## src/core/csri_defines.vh

```
`ifndef CSRI_DEFINES_VH
`define CSRI_DEFINES_VH

// ==========================================================
// Register indices
`define CSRI_IDX_BOOT_ARG 4'h0
`define CSRI_IDX_TICK 4'h1
`define CSRI_IDX_IN_LO 4'h2
`define CSRI_IDX_IN_HI 4'h3
`define CSRI_IDX_OUT_LO 4'h4
`define CSRI_IDX_OUT_HI 4'h5
`define CSRI_IDX_DIR_LO 4'h6
`define CSRI_IDX_DIR_HI 4'h7
`define CSRI_IDX_T1_CTRL 4'h8
`define CSRI_IDX_T2_CTRL 4'h9
`define CSRI_IDX_T1_INC 4'ha
`define CSRI_IDX_T2_INC 4'hb
`define CSRI_IDX_T1_ACC 4'hc
`define CSRI_IDX_T2_ACC 4'hd
`define CSRI_IDX_VID_SETUP 4'he
`define CSRI_IDX_VID_SCALE 4'hf

// ==========================================================
// Sizes and reset values
`define CSRI_NUM_REGS 16
`define CSRI_RST_WORD 32'h0000_0000

`endif

```

## src/core/csri_word_ram.v

```verilog
`timescale 1ns/1ps
// ==========================================================
// Small word store for the counter and video set-up words
module csri_word_ram #(
  parameter WIDTH = 32,
  parameter DEPTH = 8,
  parameter AW = 3
) (
  // Clock
  input wire ref_clk_in,
  // Write side
  input wire wr_en_in,
  input wire [AW-1:0] wr_addr_in,
  input wire [WIDTH-1:0] wr_data_in,
  // Read side, registered data
  input wire [AW-1:0] rd_addr_in,
  output reg [WIDTH-1:0] rd_data_out
);

  reg [WIDTH-1:0] mem [0:DEPTH-1];

  // Write port; no reset so it maps to plain storage
  always @(posedge ref_clk_in) begin
    if (wr_en_in) begin
      mem[wr_addr_in] <= wr_data_in;
    end
  end

  // Registered read, write-first to hide the same-cycle hazard
  always @(posedge ref_clk_in) begin
    if (wr_en_in && (wr_addr_in == rd_addr_in)) begin
      rd_data_out <= wr_data_in;
    end else begin
      rd_data_out <= mem[rd_addr_in];
    end
  end

endmodule // csri_word_ram

```

## src/core/csri_special_regs.v

```verilog
`timescale 1ns/1ps
`include "csri_defines.vh"
// ==========================================================
// Indexed special register bank of one core
module csri_special_regs #(
  parameter DW = 32,
  parameter IW = 4
) (
  // Clock and reset
  input wire ref_clk_in,
  input wire reset_in,
  // Boot argument loaded at core start
  input wire boot_load_in,
  input wire [DW-1:0] boot_arg_in,
  // Pin inputs, low bank
  input wire [DW-1:0] pin_in_in,
  // Indexed access port
  input wire idx_rd_in,
  input wire idx_wr_in,
  input wire [IW-1:0] idx_in,
  input wire [DW-1:0] idx_wdata_in,
  output reg [DW-1:0] idx_rdata_out,
  output reg idx_rvalid_out,
  // Direct named view
  output reg [DW-1:0] pin_output_low_out,
  output reg [DW-1:0] pin_direction_low_out,
  output reg [DW-1:0] tick_out
);

  // ==========================================================
  // State
  reg [DW-1:0] boot_arg_r;
  reg [DW-1:0] tick_r;
  reg [DW-1:0] out_lo_r;
  reg [DW-1:0] dir_lo_r;
  reg rd_pend_r;
  reg rd_ram_r;
  reg [DW-1:0] rd_flop_r;
  wire [DW-1:0] ram_rdata;
  wire ram_wr;

  // Indices 8..15 live in the word store, others in flops
  function is_ram_idx;
    input [IW-1:0] idx;
    begin
      is_ram_idx = idx[3];
    end
  endfunction

  // ==========================================================
  // Boot argument: only the core start loads it, software cannot
  always @(posedge ref_clk_in or posedge reset_in) begin
    if (reset_in) begin
      boot_arg_r <= `CSRI_RST_WORD;
    end else if (boot_load_in) begin
      boot_arg_r <= boot_arg_in;
    end
  end

  // Free-running system counter, never written by index
  always @(posedge ref_clk_in or posedge reset_in) begin
    if (reset_in) begin
      tick_r <= `CSRI_RST_WORD;
    end else begin
      tick_r <= tick_r + {{(DW-1){1'b0}}, 1'b1};
    end
  end

  // ==========================================================
  // Pin output and direction words, full 32-bit writes
  always @(posedge ref_clk_in or posedge reset_in) begin
    if (reset_in) begin
      out_lo_r <= `CSRI_RST_WORD;
      dir_lo_r <= `CSRI_RST_WORD;
    end else if (idx_wr_in) begin
      if (idx_in == `CSRI_IDX_OUT_LO) begin
        out_lo_r <= idx_wdata_in;
      end
      if (idx_in == `CSRI_IDX_DIR_LO) begin
        dir_lo_r <= idx_wdata_in;
      end
    end
  end

  // Counter and video words: indices 8 to 15, all writable
  assign ram_wr = idx_wr_in && is_ram_idx(idx_in);

  csri_word_ram #(
    .WIDTH(DW),
    .DEPTH(8),
    .AW(3)
  ) u_ram (
    .ref_clk_in(ref_clk_in),
    .wr_en_in(ram_wr),
    .wr_addr_in(idx_in[2:0]),
    .wr_data_in(idx_wdata_in),
    .rd_addr_in(idx_in[2:0]),
    .rd_data_out(ram_rdata)
  );

  // ==========================================================
  // Read mux for flop-held entries; reserved and unknown read zero
  always @(posedge ref_clk_in or posedge reset_in) begin
    if (reset_in) begin
      rd_flop_r <= `CSRI_RST_WORD;
      rd_pend_r <= 1'b0;
      rd_ram_r <= 1'b0;
    end else begin
      rd_pend_r <= idx_rd_in;
      rd_ram_r <= is_ram_idx(idx_in);
      case (idx_in)
        `CSRI_IDX_BOOT_ARG: rd_flop_r <= boot_arg_r;
        `CSRI_IDX_TICK: rd_flop_r <= tick_r;
        `CSRI_IDX_IN_LO: rd_flop_r <= pin_in_in;
        `CSRI_IDX_OUT_LO: rd_flop_r <= out_lo_r;
        `CSRI_IDX_DIR_LO: rd_flop_r <= dir_lo_r;
        // High bank kept for a future pin bank
        `CSRI_IDX_IN_HI, `CSRI_IDX_OUT_HI, `CSRI_IDX_DIR_HI: rd_flop_r <= `CSRI_RST_WORD;
        default: rd_flop_r <= `CSRI_RST_WORD;
      endcase
    end
  end

  // Read answer: second cycle, since the word store reads registered
  always @(posedge ref_clk_in or posedge reset_in) begin
    if (reset_in) begin
      idx_rdata_out <= `CSRI_RST_WORD;
      idx_rvalid_out <= 1'b0;
    end else begin
      idx_rvalid_out <= rd_pend_r;
      if (rd_pend_r) begin
        idx_rdata_out <= rd_ram_r ? ram_rdata : rd_flop_r;
      end
    end
  end

  // Direct view is a registered copy of the index-path flops, one cycle behind them
  always @(posedge ref_clk_in or posedge reset_in) begin
    if (reset_in) begin
      pin_output_low_out <= `CSRI_RST_WORD;
      pin_direction_low_out <= `CSRI_RST_WORD;
      tick_out <= `CSRI_RST_WORD;
    end else begin
      pin_output_low_out <= out_lo_r;
      pin_direction_low_out <= dir_lo_r;
      tick_out <= tick_r;
    end
  end

endmodule // csri_special_regs

```

## config.mk

```make
export PLATFORM = sky130hd
export DESIGN_NAME = csri_special_regs
export DESIGN_NICKNAME = d
export VERILOG_FILES = /design/src/core/csri_word_ram.v /design/src/core/csri_special_regs.v
export VERILOG_INCLUDE_DIRS = /design/src /design/src/core
export SDC_FILE = /design/constraint.sdc
export NUM_CORES = 1
export LEC_CHECK = 0
export ABC_AREA = 1
export CORE_MARGIN = 5
export CORE_UTILIZATION = 45
export DETAILED_ROUTE_END_ITERATION = 10
export DONT_BUFFER_PORTS = 1
export SETUP_SLACK_MARGIN = 0.02
export SYNTH_ARGS = -nofsm -noshare
export SYNTH_HDL_FRONTEND = slang
export SYNTH_SLANG_ARGS = --single-unit
```

## constraint.sdc

```tcl
create_clock -name ref_clk_in -period 18.4 [get_ports ref_clk_in]
set_input_delay 1.84 -clock ref_clk_in [delete_from_list [all_inputs] [get_ports ref_clk_in]]
set_output_delay 1.84 -clock ref_clk_in [all_outputs]
set_load 0.1 [all_outputs]
```

==> results_dict.tcl <==
set metrics [dict create \
    status "complete, no violations" \
    synth_top_cells_by_area "edfxtp_1 35%, dfrtp_1 33%, nand2_1 9.1%" \
    core.rowCount 80 \
    yosysWarnings 0 \
    drtIter0Drc 1236 \
    setup_viol 0 \
    cts_tree "yes" \
    drive_gt1_share_pct 8.243 \
    cp-start-kind "flop" \
    core_um2 47950 \
    synth_ff_type "dfrtp_1" \
    yosys-top-cells-count "532 x nand2_1, 291 x dfrtp_1, 258 x inv_1" \
    clk_pin_slew_ns 0.06 \
    crit_required_ns 16.56 \
    powerDensity_nw_per_um2 124.1 \
    avgSynthCellArea_um2 10.52 \
    slew_viol_final 0 \
    drtPass1Iterations 6 \
    syn_area_um2 21930 \
    grt_max_degree 167 \
    fp.dieH_um 230.7 \
    cts_resized 0 \
    die_x_um 230.7 \
    worstSetupPathType "flop to output pin" \
    wl_per_cell_um 22.20 \
    synthCells 2085 \
    port_buffers 0 \
    grt_pass1_vias 14166 \
    yosys.area.top_type "edfxtp_1" \
    synth-seq-cells 550 \
    tightestPinTransition_ns 1.257 \
    finalHoldViolations 0 \
    postCtsHoldBufs 0 \
    finalPower_w 0.003024 \
    die-area_um2 53240 \
    synth_top_area_share_pct 35.06 \
    ys_types 33 \
    fin_cells 2727 \
    skew_ns 0.01154 \
    io_pins 234 \
    drt-vias-per-instance 5.263 \
    synth-edff-count 256 \
    worstPathMaxFanout 2 \
    route.met2.wl_um 29150 \
    slew_headroom_pct 16.17 \
    p_leak_nw 10.87 \
    layout_min_cycle_time_ns 3.480 \
    grt_overflow_total 0 \
    crit_path_end_kind "output pin" \
    min_path_type "flop to flop" \
    critPathArrivalTime_ns 1.64 \
    cap_violations 0 \
    clockBufferDepth 3 \
    place_inst 2624 \
    fin_crit_sh_pct 18.91 \
    drc 0 \
    clock-sinks 550 \
    wl_met1_um 24640 \
    highest_layer "met4" \
    synth_most_common_cell "nand2_1" \
    nets 2173 \
    rsz0062_at_grt "false" \
    synth_seq_area_share_pct 68.54 \
    track_usage_pct 22.40 \
    start_util_pct 45.73 \
    h-tree-depth 2 \
    drtAntennaViolNets 0 \
    numCtsBuffers 56 \
    grt_pass1_wl_um 90120 \
    irDropWorstVdd_v 0.0001005 \
    postCtsSetupBuffers 0 \
    ys_async_sr_fraction_pct 52.91 \
    synth_nets 2191 \
    vias 14353 \
    fmax_mhz 287.4 \
    areaGrowthSynthToFinish_pct 11.13 \
    finalSetupTns_ns 0 \
    antenna_found_initial 1 \
    routed-wl-met3_um 4933 \
    gp_congestion 0.9060 \
    drt_wl_total_um 60550 \
    hpwl_um 38660 \
    cts-root-buf "clkbuf_16" \
    clk_latency_ns 0.60 \
]
==> routing by layer <==
metal	vias up	global-route usage (%)
met5	-	0
met4	0	7.114
met3	93	6.304
met2	477	36.60
met1	7103	29.33
li1	6680	-
==> worst paths after layout <==
| kind | startpoint | end | slack, ns | cells after the start |
|---|---|---|---|---|
| max in group asynchronous | reset_in | idx_rdata_out[2]$_DFFE_PP0P_ | 15.67 | 2 |
| min reg2reg | out_lo_r[14]$_DFFE_PP0P_ | pin_output_low_out[14]$_DFF_PP0_ | 0.40 | 0 |
| min | out_lo_r[14]$_DFFE_PP0P_ | pin_output_low_out[14]$_DFF_PP0_ | 0.40 | 0 |
| min in group asynchronous | reset_in | pin_direction_low_out[22]$_DFF_PP0_ | 1.23 | 1 |
| max reg2reg | flop | idx_rdata_out[30]$_DFFE_PP0P_ | 15.53 | 7 |
| max | idx_rdata_out[18]$_DFFE_PP0P_ | idx_rdata_out[18] | 14.92 | 0 |
==> cell usage in the layout, fill, tap and decap left out, types with 15 or more instances in the layout <==
cell type | Yosys | layout
edfxtp_1 | 256 | 256
nor2_1 | 135 | 126
clkbuf_16 | 0 | 58
dfrtp_1 | 291 | 291
inv_1 | 258 | 255
nand2_1 | 532 | 532
o21ai_1 | 52 | 52
a21oi_1 | 96 | 96
mux2_2 | 31 | 31
or2_0 | 20 | 20
nand3_1 | 232 | 232
buf_4 | 5 | 17
clkbuf_1 | 29 | 15
==> layout make-up <==
type                    instances  area [um2]
fillers                      4193       23580
flip-flops and latches        550       15030
multi-input cells            1179        5548
clock buffers                  84        1659
inverters                     262       991.0
well taps                     615       769.5
clock inverters                18       216.5
repair buffers                 18       147.6
diodes                          1       2.502
==> where the power goes <==
group | switching [W] | internal (W)
Combinational | 0.0000927 | 0.0000466
Sequential | 0.000354 | 0.00137
Clock | 0.000469 | 0.000689
==> flip-flops by register name, summed over array words and instances, names as in the netlist, named ones only <==
register / count
boot_arg_r: 32
tick_out: 32
tick_r: 32
u_ram.mem: 256
out_lo_r: 32
idx_rdata_out: 32
pin_direction_low_out: 32
dir_lo_r: 32
pin_output_low_out: 32
idx_rvalid_out: 1
rd_ram_r: 1
rd_flop_r: 32
rd_pend_r: 1
==> cell families after synthesis <==
logic type / share of synthesized area, %
adders and majority gates: 0.05705
buffers and inverters: 6.494
xor gates and xnor gates: 0.6391
DFF: 68.54
AOI/OAI and AO/OA: 3.698
and+or+nand+nor: 18.98
muxes: 1.592
==> per-stage QoR <==
step | area, um2 | util [%] | setup slack, ns | hold slack [ns]
finish | 24370 | 50.82 | 14.92 | 0.4014
global route | 24370 | 50.82 | 14.70 | 0.4133
CTS | 24370 | 50.82 | 14.90 | 0.4044
detailed placement | 22490 | 46.91 | 14.37 | 0.3880
global placement | 22490 | 46.91 | 14.38 | 0.3936
floorplan | 21930 | - | 8.526 | 0.3519
No activity file was read; power rests on OpenSTA's default activity.
